===== src/pkg/step_ctrl_pkg.sv =====
`default_nettype none
package step_ctrl_pkg;
  localparam int          ADDR_W          = 4;
  localparam int          DATA_W          = 32;
  // Register offsets
  localparam logic [3:0]  ADDR_CTRL       = 4'h0;
  localparam logic [3:0]  ADDR_IRQ_STAT   = 4'h4;
  localparam logic [3:0]  ADDR_IRQ_MASK   = 4'h8;
  // Control bit positions
  localparam int          BIT_FORCE_IRQ   = 2;
  localparam int          BIT_STEP_EN     = 3;
  localparam int          BIT_STEP_GO     = 4;
  localparam int          BIT_SPARE       = 5;
  // Interrupt status bit positions
  localparam int          IRQ_FORCED      = 0;
  localparam int          IRQ_HALTED      = 1;
  localparam int          IRQ_W           = 2;
  localparam logic [1:0]  IRQ_RST         = 2'h0;
  localparam logic [31:0] DATA_ZERO       = 32'h0000_0000;
endpackage
`default_nettype wire


===== src/pkg/exec_if.sv =====
`timescale 1ns/1ps
`default_nettype none
// Handshake between step controller and instruction sequencer
interface exec_if;
  logic issue;   // Issue permission for the coming cycle
  logic retire;  // Sequencer completed an instruction
  modport ctrl (output issue, input retire);
  modport seq  (input issue, output retire);
endinterface
`default_nettype wire


===== src/step_ctrl.sv =====
`timescale 1ns/1ps
`default_nettype none
// Functional notes
// - Writing one to control bit 2 raises a type-zero interrupt.
// - Forced interrupt is a one-cycle pulse; its status bit, if unmasked, holds o_irq until written one.
// - Control bit 2 always reads zero.
// - Control bit 3 set enables single-step mode.
// - In step mode execution pauses after each instruction.
// - Bit 3 reads halted status, one only while waiting to advance.
// - Writing one to bit 4 while paused runs exactly one instruction.
// - Zero writes or advances while not paused have no effect.
// - Control bit 4 always reads zero.
module step_ctrl
  import step_ctrl_pkg::*;
(
  input  wire logic              i_core_clk,
  input  wire logic              i_rst_n,
  input  wire logic              i_ce,
  input  wire logic [ADDR_W-1:0] i_addr,
  input  wire logic [DATA_W-1:0] i_wdata,
  input  wire logic              i_wr,
  input  wire logic              i_rd,
  input  wire logic              i_run,
  input  wire logic              i_retire,
  output logic      [DATA_W-1:0] o_rdata,
  output logic                   o_issue,
  output logic                   o_force_irq_type_zero,
  output logic                   o_irq
);
  exec_if ex ();

  logic              step_en_ff;
  logic              force_ff;
  logic              go_ff;
  logic              issue_ff;
  logic              irq_ff;
  logic [IRQ_W-1:0]  stat_ff;
  logic [IRQ_W-1:0]  mask_ff;
  logic [DATA_W-1:0] rdata_ff;
  logic              halted;
  logic              halted_q_ff;
  logic [IRQ_W-1:0]  nxt_stat;
  logic [DATA_W-1:0] nxt_rdata;
  logic              wr_ctrl;
  logic              wr_stat;
  logic              wr_mask;
  logic              nxt_force;
  logic              nxt_go;
  logic [IRQ_W-1:0]  events;

  // Address decode
  assign wr_ctrl = i_wr & (i_addr == ADDR_CTRL);
  assign wr_stat = i_wr & (i_addr == ADDR_IRQ_STAT);
  assign wr_mask = i_wr & (i_addr == ADDR_IRQ_MASK);

  // Command bits become single pulses, no stored level
  assign nxt_force = wr_ctrl & i_wdata[BIT_FORCE_IRQ];
  assign nxt_go    = wr_ctrl & i_wdata[BIT_STEP_GO];

  // Retire comes from the same clock, no synchroniser needed
  assign ex.retire = i_retire;

  step_gate u_gate (
    .i_core_clk (i_core_clk),
    .i_rst_n    (i_rst_n),
    .i_ce       (i_ce),
    .i_step_en  (step_en_ff),
    .i_go       (go_ff),
    .i_run      (i_run),
    .o_halted   (halted),
    .ex         (ex)
  );

  // Events: forced interrupt and entry into halt
  assign events[IRQ_FORCED] = force_ff;
  assign events[IRQ_HALTED] = halted & ~halted_q_ff;
  // Set wins over write-one-to-clear
  assign nxt_stat = (stat_ff & ~(wr_stat ? i_wdata[IRQ_W-1:0] : IRQ_RST))
                    | events;

  // Read mux; bits 2, 4, 5 read zero, bit 3 shows halted
  always_comb begin
    nxt_rdata = DATA_ZERO;
    if (i_rd) begin
      unique case (i_addr)
        ADDR_CTRL:     nxt_rdata[BIT_STEP_EN] = halted;
        ADDR_IRQ_STAT: nxt_rdata[IRQ_W-1:0]   = stat_ff;
        ADDR_IRQ_MASK: nxt_rdata[IRQ_W-1:0]   = mask_ff;
        default:       nxt_rdata = DATA_ZERO;
      endcase
    end
  end

  // Control and command pulses
  always_ff @(posedge i_core_clk or negedge i_rst_n) begin
    if (!i_rst_n) begin
      step_en_ff <= 1'b0;
      force_ff   <= 1'b0;
      go_ff      <= 1'b0;
    end else if (i_ce) begin
      if (wr_ctrl) begin
        step_en_ff <= i_wdata[BIT_STEP_EN];
      end
      force_ff <= nxt_force;
      go_ff    <= nxt_go;
    end
  end

  // Interrupt, read data and registered outputs
  always_ff @(posedge i_core_clk or negedge i_rst_n) begin
    if (!i_rst_n) begin
      stat_ff     <= IRQ_RST;
      mask_ff     <= IRQ_RST;
      irq_ff      <= 1'b0;
      rdata_ff    <= DATA_ZERO;
      issue_ff    <= 1'b0;
      halted_q_ff <= 1'b0;
    end else if (i_ce) begin
      stat_ff     <= nxt_stat;
      if (wr_mask) begin
        mask_ff <= i_wdata[IRQ_W-1:0];
      end
      irq_ff      <= |(nxt_stat & mask_ff);
      rdata_ff    <= nxt_rdata;
      issue_ff    <= ex.issue;
      halted_q_ff <= halted;
    end
  end

  assign o_rdata               = rdata_ff;
  assign o_issue               = issue_ff;
  assign o_force_irq_type_zero = force_ff;
  assign o_irq                 = irq_ff;

  // Assertions
  property p_force_pulse;
    @(posedge i_core_clk) disable iff (!i_rst_n)
      (i_ce && wr_ctrl && i_wdata[BIT_FORCE_IRQ]) |=> o_force_irq_type_zero;
  endproperty
  a_force_pulse: assert property (p_force_pulse)
    else $error("force write gave no interrupt");

  property p_force_one_shot;
    @(posedge i_core_clk) disable iff (!i_rst_n)
      (i_ce && o_force_irq_type_zero && !nxt_force) |=> !o_force_irq_type_zero;
  endproperty
  a_force_one_shot: assert property (p_force_one_shot)
    else $error("forced interrupt held as level");

  property p_ctrl_read_zero;
    @(posedge i_core_clk) disable iff (!i_rst_n)
      (i_ce && i_rd && i_addr == ADDR_CTRL) |=>
        (o_rdata[BIT_FORCE_IRQ] == 1'b0 && o_rdata[BIT_STEP_GO] == 1'b0
         && o_rdata[BIT_SPARE] == 1'b0);
  endproperty
  a_ctrl_read_zero: assert property (p_ctrl_read_zero)
    else $error("command bit read nonzero");

  logic go_ok_a;
  assign go_ok_a = go_ff & halted;
  property p_halt_after_retire;
    @(posedge i_core_clk) disable iff (!i_rst_n)
      (i_ce && step_en_ff && ex.retire && !go_ok_a) |=> halted;
  endproperty
  a_halt_after_retire: assert property (p_halt_after_retire)
    else $error("no pause after instruction");

  property p_no_issue_halted;
    @(posedge i_core_clk) disable iff (!i_rst_n)
      (halted && !go_ff && step_en_ff) |-> !ex.issue;
  endproperty
  a_no_issue_halted: assert property (p_no_issue_halted)
    else $error("issue while halted");

  property p_read_halted;
    @(posedge i_core_clk) disable iff (!i_rst_n)
      (i_ce && i_rd && i_addr == ADDR_CTRL) |=>
        (o_rdata[BIT_STEP_EN] == $past(halted));
  endproperty
  a_read_halted: assert property (p_read_halted)
    else $error("bit 3 does not show halted");

  property p_go_frees;
    @(posedge i_core_clk) disable iff (!i_rst_n)
      (i_ce && halted && go_ff && step_en_ff && i_run) |-> ex.issue;
  endproperty
  a_go_frees: assert property (p_go_frees)
    else $error("go did not release one instruction");

  property p_no_step_no_halt;
    @(posedge i_core_clk) disable iff (!i_rst_n)
      (i_ce && !step_en_ff) |=> !halted;
  endproperty
  a_no_step_no_halt: assert property (p_no_step_no_halt)
    else $error("halted outside step mode");

  // Force command: zero writes stay quiet, events reach status and line
  property p_force_zero_quiet;
    @(posedge i_core_clk) disable iff (!i_rst_n)
      (i_ce && wr_ctrl && !i_wdata[BIT_FORCE_IRQ]) |=> !o_force_irq_type_zero;
  endproperty
  a_force_zero_quiet: assert property (p_force_zero_quiet)
    else $error("zero write raised interrupt");

  property p_force_sets_stat;
    @(posedge i_core_clk) disable iff (!i_rst_n)
      (i_ce && force_ff) |=> stat_ff[IRQ_FORCED];
  endproperty
  a_force_sets_stat: assert property (p_force_sets_stat)
    else $error("forced event lost from status");

  property p_irq_raise;
    @(posedge i_core_clk) disable iff (!i_rst_n)
      (i_ce && force_ff && mask_ff[IRQ_FORCED]) |=> o_irq;
  endproperty
  a_irq_raise: assert property (p_irq_raise)
    else $error("unmasked forced event gave no interrupt");

  property p_irq_masked;
    @(posedge i_core_clk) disable iff (!i_rst_n)
      (i_ce && mask_ff == IRQ_RST) |=> !o_irq;
  endproperty
  a_irq_masked: assert property (p_irq_masked)
    else $error("interrupt line high with all masked");

  // Step control: advance is honoured only while paused in step mode
  property p_go_zero_ignored;
    @(posedge i_core_clk) disable iff (!i_rst_n)
      (i_ce && wr_ctrl && !i_wdata[BIT_STEP_GO]) |=> !go_ff;
  endproperty
  a_go_zero_ignored: assert property (p_go_zero_ignored)
    else $error("zero write produced an advance");

  property p_go_one_shot;
    @(posedge i_core_clk) disable iff (!i_rst_n)
      (i_ce && go_ff && !nxt_go) |=> !go_ff;
  endproperty
  a_go_one_shot: assert property (p_go_one_shot)
    else $error("advance command held as level");

  property p_release_halt;
    @(posedge i_core_clk) disable iff (!i_rst_n)
      (i_ce && halted && go_ff && step_en_ff) |=> !halted;
  endproperty
  a_release_halt: assert property (p_release_halt)
    else $error("advance did not leave the pause");

  property p_halted_stays;
    @(posedge i_core_clk) disable iff (!i_rst_n)
      (i_ce && halted && step_en_ff && !go_ff) |=> halted;
  endproperty
  a_halted_stays: assert property (p_halted_stays)
    else $error("pause ended without advance");

  property p_go_running_ignored;
    @(posedge i_core_clk) disable iff (!i_rst_n)
      (go_ff && !halted && !ex.retire) |-> (ex.issue == i_run);
  endproperty
  a_go_running_ignored: assert property (p_go_running_ignored)
    else $error("advance while running changed issue");

  property p_issue_stops;
    @(posedge i_core_clk) disable iff (!i_rst_n)
      (i_ce && step_en_ff && ex.retire && !go_ff) |=> !o_issue;
  endproperty
  a_issue_stops: assert property (p_issue_stops)
    else $error("issue still granted after retire");

  property p_halt_sets_stat;
    @(posedge i_core_clk) disable iff (!i_rst_n)
      (i_ce && halted && !halted_q_ff) |=> stat_ff[IRQ_HALTED];
  endproperty
  a_halt_sets_stat: assert property (p_halt_sets_stat)
    else $error("halt entry lost from status");

  property p_step_en_write;
    @(posedge i_core_clk) disable iff (!i_rst_n)
      (i_ce && wr_ctrl) |=>
        (step_en_ff == $past(i_wdata[BIT_STEP_EN]));
  endproperty
  a_step_en_write: assert property (p_step_en_write)
    else $error("step enable not taken from write");

  // Enable low freezes state; read data idle at zero
  property p_ce_freeze;
    @(posedge i_core_clk) disable iff (!i_rst_n)
      !i_ce |=>
        ($stable(step_en_ff) && $stable(halted) && $stable(o_irq));
  endproperty
  a_ce_freeze: assert property (p_ce_freeze)
    else $error("state moved while enable low");

  property p_rdata_idle;
    @(posedge i_core_clk) disable iff (!i_rst_n)
      (i_ce && !i_rd) |=> (o_rdata == DATA_ZERO);
  endproperty
  a_rdata_idle: assert property (p_rdata_idle)
    else $error("read data nonzero without read");

  c_force: cover property (@(posedge i_core_clk) o_force_irq_type_zero);
  c_halt:  cover property (@(posedge i_core_clk) $rose(halted));
  c_go:    cover property (@(posedge i_core_clk) halted && go_ff);
  c_irq:   cover property (@(posedge i_core_clk) o_irq);
  c_unstep: cover property (@(posedge i_core_clk) halted && !step_en_ff);
endmodule
`default_nettype wire


===== src/step_gate.sv =====
`timescale 1ns/1ps
`default_nettype none
// Decides when the sequencer may issue and tracks the halted state
module step_gate (
  input  wire logic i_core_clk,
  input  wire logic i_rst_n,
  input  wire logic i_ce,
  input  wire logic i_step_en,
  input  wire logic i_go,
  input  wire logic i_run,
  output var  logic o_halted,
  exec_if.ctrl      ex
);
  logic halted_ff;
  logic nxt_halted;
  logic go_ok;

  // Go counts only while truly paused in step mode
  assign go_ok      = i_go & halted_ff & i_step_en;
  // Pause after each retired instruction while stepping
  assign nxt_halted = i_step_en & ~go_ok &
                      (halted_ff | ex.retire);
  // Permission for next cycle, so a registered copy drops at retire
  assign ex.issue   = i_run & ~nxt_halted;
  assign o_halted   = halted_ff;

  always_ff @(posedge i_core_clk or negedge i_rst_n) begin
    if (!i_rst_n) begin
      halted_ff <= 1'b0;
    end else if (i_ce) begin
      halted_ff <= nxt_halted;
    end
  end
endmodule
`default_nettype wire


===== config.mk =====
export PLATFORM = sky130hd
export DESIGN_NAME = step_ctrl
export DESIGN_NICKNAME = d
export VERILOG_FILES = /design/src/pkg/step_ctrl_pkg.sv /design/src/pkg/exec_if.sv /design/src/step_ctrl.sv /design/src/step_gate.sv
export SDC_FILE = /design/constraint.sdc
export NUM_CORES = 1
export LEC_CHECK = 0
export BUFFER_PORTS_ARGS = -buffer_cell sky130_fd_sc_hd__buf_2
export CAP_MARGIN = 20
export CELL_PAD_IN_SITES_DETAIL_PLACEMENT = 0
export CELL_PAD_IN_SITES_GLOBAL_PLACEMENT = 1
export CORE_MARGIN = 8
export CORE_UTILIZATION = 25
export CTS_CLUSTER_DIAMETER = 30
export CTS_CLUSTER_SIZE = 25
export DETAILED_ROUTE_END_ITERATION = 8
export PLACE_DENSITY_LB_ADDON = 0.1
export SYNTH_ARGS = -nofsm -noshare
export SYNTH_HDL_FRONTEND = slang
export SYNTH_SLANG_ARGS = --single-unit
export TNS_END_PERCENT = 100

===== constraint.sdc =====
create_clock -name i_core_clk -period 1.1 [get_ports i_core_clk]
set_clock_uncertainty 0.05 [all_clocks]
set_input_delay 0.11 -clock i_core_clk [delete_from_list [all_inputs] [get_ports i_core_clk]]
set_output_delay 0.11 -clock i_core_clk [all_outputs]
set_load 0.01 [all_outputs]

Yosys cells after proc, flatten, opt, wreduce, memory -nomap -nowiden
Cells that the tools add are included.
- bits in registers: 43
- input bits: 43
- equal/unequal tests: 2
- mux-type cells: 4
- bitwise gates (word level): 19
- reduce and logical (&&, ||, !) cells: 4
- operators with widths (cell ; count):
    1-bit bitwise AND ; 11
    2-bit bitwise AND ; 2
    4-bit by 3-bit == test with 1-bit output, second input constant ; 1
    4-bit == test, second input constant ; 1
    4-bit logical NOT ; 1
    4-bit two-way mux ; 1
    2-bit one-hot mux with 2 select lines ; 1
    2-bit AND reduction ; 2
    1-bit NOT ; 3
    2-bit two-way mux ; 1
    2-bit NOT ; 1
    2-bit bitwise OR ; 1
    2-bit OR reduction ; 1
    1-bit two-way mux ; 1
    1-bit bitwise OR ; 1

Logic depth before layout (Yosys ltp)
- depth in word-level cells: 8
- mapped depth: 4
- mapped depth without buffers: 3

By module
From an unflattened synthesis, not the netlist that was laid out.
- cells, all modules: 91
- area, all modules: 897.1 sq um
- by module, submodules not included (module ; instances ; cells an instance ; area each (sq um) ; seq. area each (sq um)):
    step_ctrl ; 1 ; 82 ; 825.8 ; 325.3
    step_gate ; 1 ; 9 ; 71.3 ; 25.0

Worst setup path before layout
Ideal clock, no wire load.
- path kind: in2reg
- start: input i_addr[0]
- end: register step_en_ff
- setup time: 0.128 ns
- arrival: 0.928 ns
- data required time: 0.922 ns
- setup slack: -0.005 ns
- stages: 3
- cell sequence: and4bb_1 -> nor3b_4 -> mux2_1
- word-level cells in the longest chain between the ends: 3
- ends and longest elaborated chain (item ; line ; source):
    start, declared ; step_ctrl.sv:19 ; input wire logic [ADDR_W-1:0] i_addr,
    4-bit logical NOT ; step_ctrl.sv:52 ; assign wr_ctrl = i_wr & (i_addr == ADDR_CTRL);
    1-bit bitwise AND ; step_ctrl.sv:52 ;
    2-bit AND reduction (no source line) ; n/a ;
    end signal, assigned ; step_ctrl.sv:102 ; step_en_ff <= i_wdata[BIT_STEP_EN];
    end, declared ; step_ctrl.sv:32 ; logic step_en_ff;
No other way between the ends.
A chain may end at the register's enable or synchronous reset.

Worst setup path after layout
- start: register force_ff (netlist: o_force_irq_type_zero)
- end: output o_force_irq_type_zero
- RTL lines (item ; line ; source):
    start, declared ; step_ctrl.sv:33 ; logic force_ff;
    start signal, assigned ; step_ctrl.sv:104 ; force_ff <= nxt_force;
    end, declared ; step_ctrl.sv:27 ; output logic o_force_irq_type_zero,
No word-level cell between the ends.

==> results.sh <==
export IMPL_status="completed"
export IMPL_crit_path_end="o_force_irq_type_zero"
export IMPL_synth_top_cell_area_share_pct=39.5
export IMPL_synth_edff_count=0
export IMPL_antenna_found_initial=0
export IMPL_core_region_area_um2=3360
export IMPL_power_leakage_nw=0.561
export IMPL_grt_start_max_net_pins=15
export IMPL_area_growth_pct=24.6
export IMPL_startpoint_kind_of_the_worst_setup_timing_path="flop"
export IMPL_timing_critical_path_slowest_stage_cell="sky130_fd_sc_hd__dfrtp_1"
export IMPL_path_cells="buf_6 -> buf_6"
export IMPL_sequential_cell_area_um2=352
export IMPL_postLayoutCellArea_um2=1100
export IMPL_die_ar_um2=5700
export IMPL_worstPathMaxFanout=2
export IMPL_place_gp_congestion=0.746
export IMPL_max_slew_violation_total_from_the_final_report=0
export IMPL_clockRootBuffer="sky130_fd_sc_hd__clkbuf_4"
export IMPL_post_route_period_util_pct=96.1
export IMPL_num_clock_sinks=14
export IMPL_report_final_hold_viol_count=0
export IMPL_cell_accounting_for_the_most_synthesized_area="sky130_fd_sc_hd__dfrtp_1"
export IMPL_critical_path_reg2reg_endpoint="o_irq"
export IMPL_critPathLaunch="o_force_irq_type_zero"
export IMPL_report_final_setup_viol=0
export IMPL_ys_async_sr_fraction_pct=100
export IMPL_maxCapViolations=0
export IMPL_placed_cells_incl_taps=160
export IMPL_die_h_um=75.5
export IMPL_area_of_the_multi_input_gates_um2=418
export IMPL_fillers=389
export IMPL_yosys_warnings=0
export IMPL_arrival_ns=0.90
export IMPL_worstSetupEndpointType="output pin"
export IMPL_crit_required_ns=0.94
export IMPL_cellPowerDensity_nw_per_um2=1210
export IMPL_wirelength_um=2140
export IMPL_synth_seq_cells=14
export IMPL_unrepaired_setup_endpoints_after_global_routing="yes"
export IMPL_max_h_tree_level=1
export IMPL_initial_core_util_pct=26.3
export IMPL_worst_r2r_setup_slack_ns=0.06
export IMPL_antennaDiodeCount=0
export IMPL_synth_cell_type_count=28
export IMPL_vdd_ir_drop_worst_v=0.000585
export IMPL_tritoncts="yes"
export IMPL_via_count=650
export IMPL_num_rows=21
export IMPL_holdCritPathClass="input pin to flop"
export IMPL_netlist_area_before_placement_um2=886
export IMPL_globalRouteOverflowTotal=0
export IMPL_ys_seq_area_share_pct=39.5
export IMPL_final_nets=169
export IMPL_wire_length_of_the_first_global_routing_pass_um=3260
export IMPL_synth_avg_cell_area_um2=10.1
export IMPL_detailed_place_area_um2=987
export IMPL_post_route_cells_drive_above_1_share_pct=34.4
export IMPL_timing_critical_path_slowest_cell_delay_ns=0.39
export IMPL_grtUsageTotal_pct=7.67
export IMPL_horizontal_die_dimension_um=75.5
export IMPL_layoutNonFillerInstCount=171
export IMPL_routed_wl_per_cell_um=12.5
export IMPL_floorplan_io_pins=78
export IMPL_drc_violation_count_after_routing=0
export IMPL_cell_depth_of_the_worst_flop_to_flop_path=4
export IMPL_worst_path_most_repeated_cell="sky130_fd_sc_hd__buf_6"
export IMPL_portBuffers=21
export IMPL_clock_latency_at_the_later_pin_of_the_worst_skew_pair_ns=0.27
export IMPL_startpoint_of_the_worst_slack_reg_to_reg_timing_path="o_force_irq_type_zero"
export IMPL_netlist_instances=88
export IMPL_detailed_route_vias_per_instance=3.80
export IMPL_drt_antenna_violating_nets=0
export IMPL_clockBufferDepth=2
export IMPL_drt_iter0_drc=22
export IMPL_vias_in_the_first_global_route=680
export IMPL_timing_worst_setup_path_type="flop to output pin"
export IMPL_clkSlewWorstSetupHoldPaths_ns=0.08
export IMPL_tritoncts_num_buffers=3
export IMPL_main_synth_ff_type="sky130_fd_sc_hd__dfrtp_1"
export IMPL_synthTopCellsByArea="sky130_fd_sc_hd__dfrtp_1 40%, sky130_fd_sc_hd__buf_4 25%, sky130_fd_sc_hd__mux2_2 3.8%"
export IMPL_worst_hold_path_stage_count=3
export IMPL_drt_pass1_iterations=4
export IMPL_dp_final_hpwl_um=1770
export IMPL_synth_most_common_cell="sky130_fd_sc_hd__buf_4"
export IMPL_maxClockFrequency_ghz=0.946
export IMPL_final_core_utilization_pct=32.8
export IMPL_post_synth_most_frequent_cells="29 x sky130_fd_sc_hd__buf_4, 14 x sky130_fd_sc_hd__dfrtp_1, 8 x sky130_fd_sc_hd__nand2_1"
export IMPL_finalCriticalPeriod_ns=1.06
[repair_timing]
action / CTS / global route
hold buffers: 5 / 0
setup buffers: 1 / 1
endpoints found under the setup margin: 3 / 4
gates cloned: 0 / 0
resized for setup: 2 / 3
hold endpoints to repair: 18 / 0
pin swaps: 0 / 1
[worst min-delay path by stage]
stage                 start    endpoint
floorplan           i_rst_n       go_ff
global placement    i_rst_n  mask_ff[0]
detailed placement  i_rst_n  mask_ff[0]
CTS                    i_rd  o_rdata[3]
global route           i_rd  o_rdata[3]
finish                 i_rd  o_rdata[3]
[layer usage]
layer / vias up / GRT usage [%] / wire, um / share of wire [%]
met3: 2 / 3.42 / 207 / 9.7
li1: 325 / - / - / -
met2: 29 / 11.9 / 962 / 45
met4: 0 / 1.28 / 8 / 0.37
met5: - / 0 / 0 / 0
met1: 294 / 9.65 / 963 / 45
[final cells by class]
type / instances / area share (%)
Inverter: 2 / 0.680
Clock buffer: 4 / 3.29
Multi-Input combinational cell: 70 / 37.9
Timing Repair Buffer: 35 / 21.1
Sequential cell: 14 / 31.9
Tap cell: 46 / 5.22
[where the power goes]
group,switching (mW),leakage (nW),total [mW],internal (mW)
Combinational,0.157,0.360,0.305,0.148
Sequential,0.0670,0.180,0.659,0.592
Clock,0.166,0.0210,0.368,0.201
[kinds of logic after synthesis]
logic type / share of synthesized area (%)
flops: 39.5
simple gates: 15.4
other cells: 0.423
compound gates: 13.6
mux: 5.08
buf+inv: 26.0
[registers in the layout (all words and copies together) (netlist names)]
name                   cells
go_ff                      1
halted_q_ff                1
mask_ff                    2
o_force_irq_type_zero      1
o_irq                      1
o_issue                    1
o_rdata                    3
stat_ff                    2
step_en_ff                 1
u_gate.o_halted            1
[through the flow]
step | setup WS, ns | power, mW | TNS (ns) | hold WS (ns)
4_1_cts | 0.00636 | 1.35 | 0 | 0.0166
5_1_grt | -0.00909 | 1.44 | -0.00909 | 0.0368
2_1_floorplan | 0.00114 | 0.908 | 0 | -0.236
6_report | 0.0432 | 1.33 | 0 | 0.0277
3_5_place_dp | -0.117 | 0.951 | -0.274 | -0.0110
3_3_place_gp | -0.0911 | 0.954 | -0.253 | -0.0129
[placed cells by master (no fill, tap or decap), types with 2 or more instances in the layout]
cell type / instances
sky130_fd_sc_hd__a31oi_1: 2
sky130_fd_sc_hd__conb_1: 29
sky130_fd_sc_hd__inv_1: 2
sky130_fd_sc_hd__a22oi_1: 2
sky130_fd_sc_hd__nand2_1: 8
sky130_fd_sc_hd__buf_4: 8
sky130_fd_sc_hd__buf_2: 20
sky130_fd_sc_hd__dlygate4sd3_1: 5
sky130_fd_sc_hd__mux2_2: 3
sky130_fd_sc_hd__nand3_1: 3
sky130_fd_sc_hd__a22o_1: 3
sky130_fd_sc_hd__o2bb2ai_1: 3
sky130_fd_sc_hd__dfrtp_1: 13
sky130_fd_sc_hd__clkbuf_4: 3
sky130_fd_sc_hd__nand2b_1: 2
sky130_fd_sc_hd__buf_6: 2
[critical path: cells and delay by family (launching register included)]
family                 cells  cell delay (ns)
buffers and inverters      2             0.23
flip-flops                 1             0.39
Power figures use the tool's default switching activity.
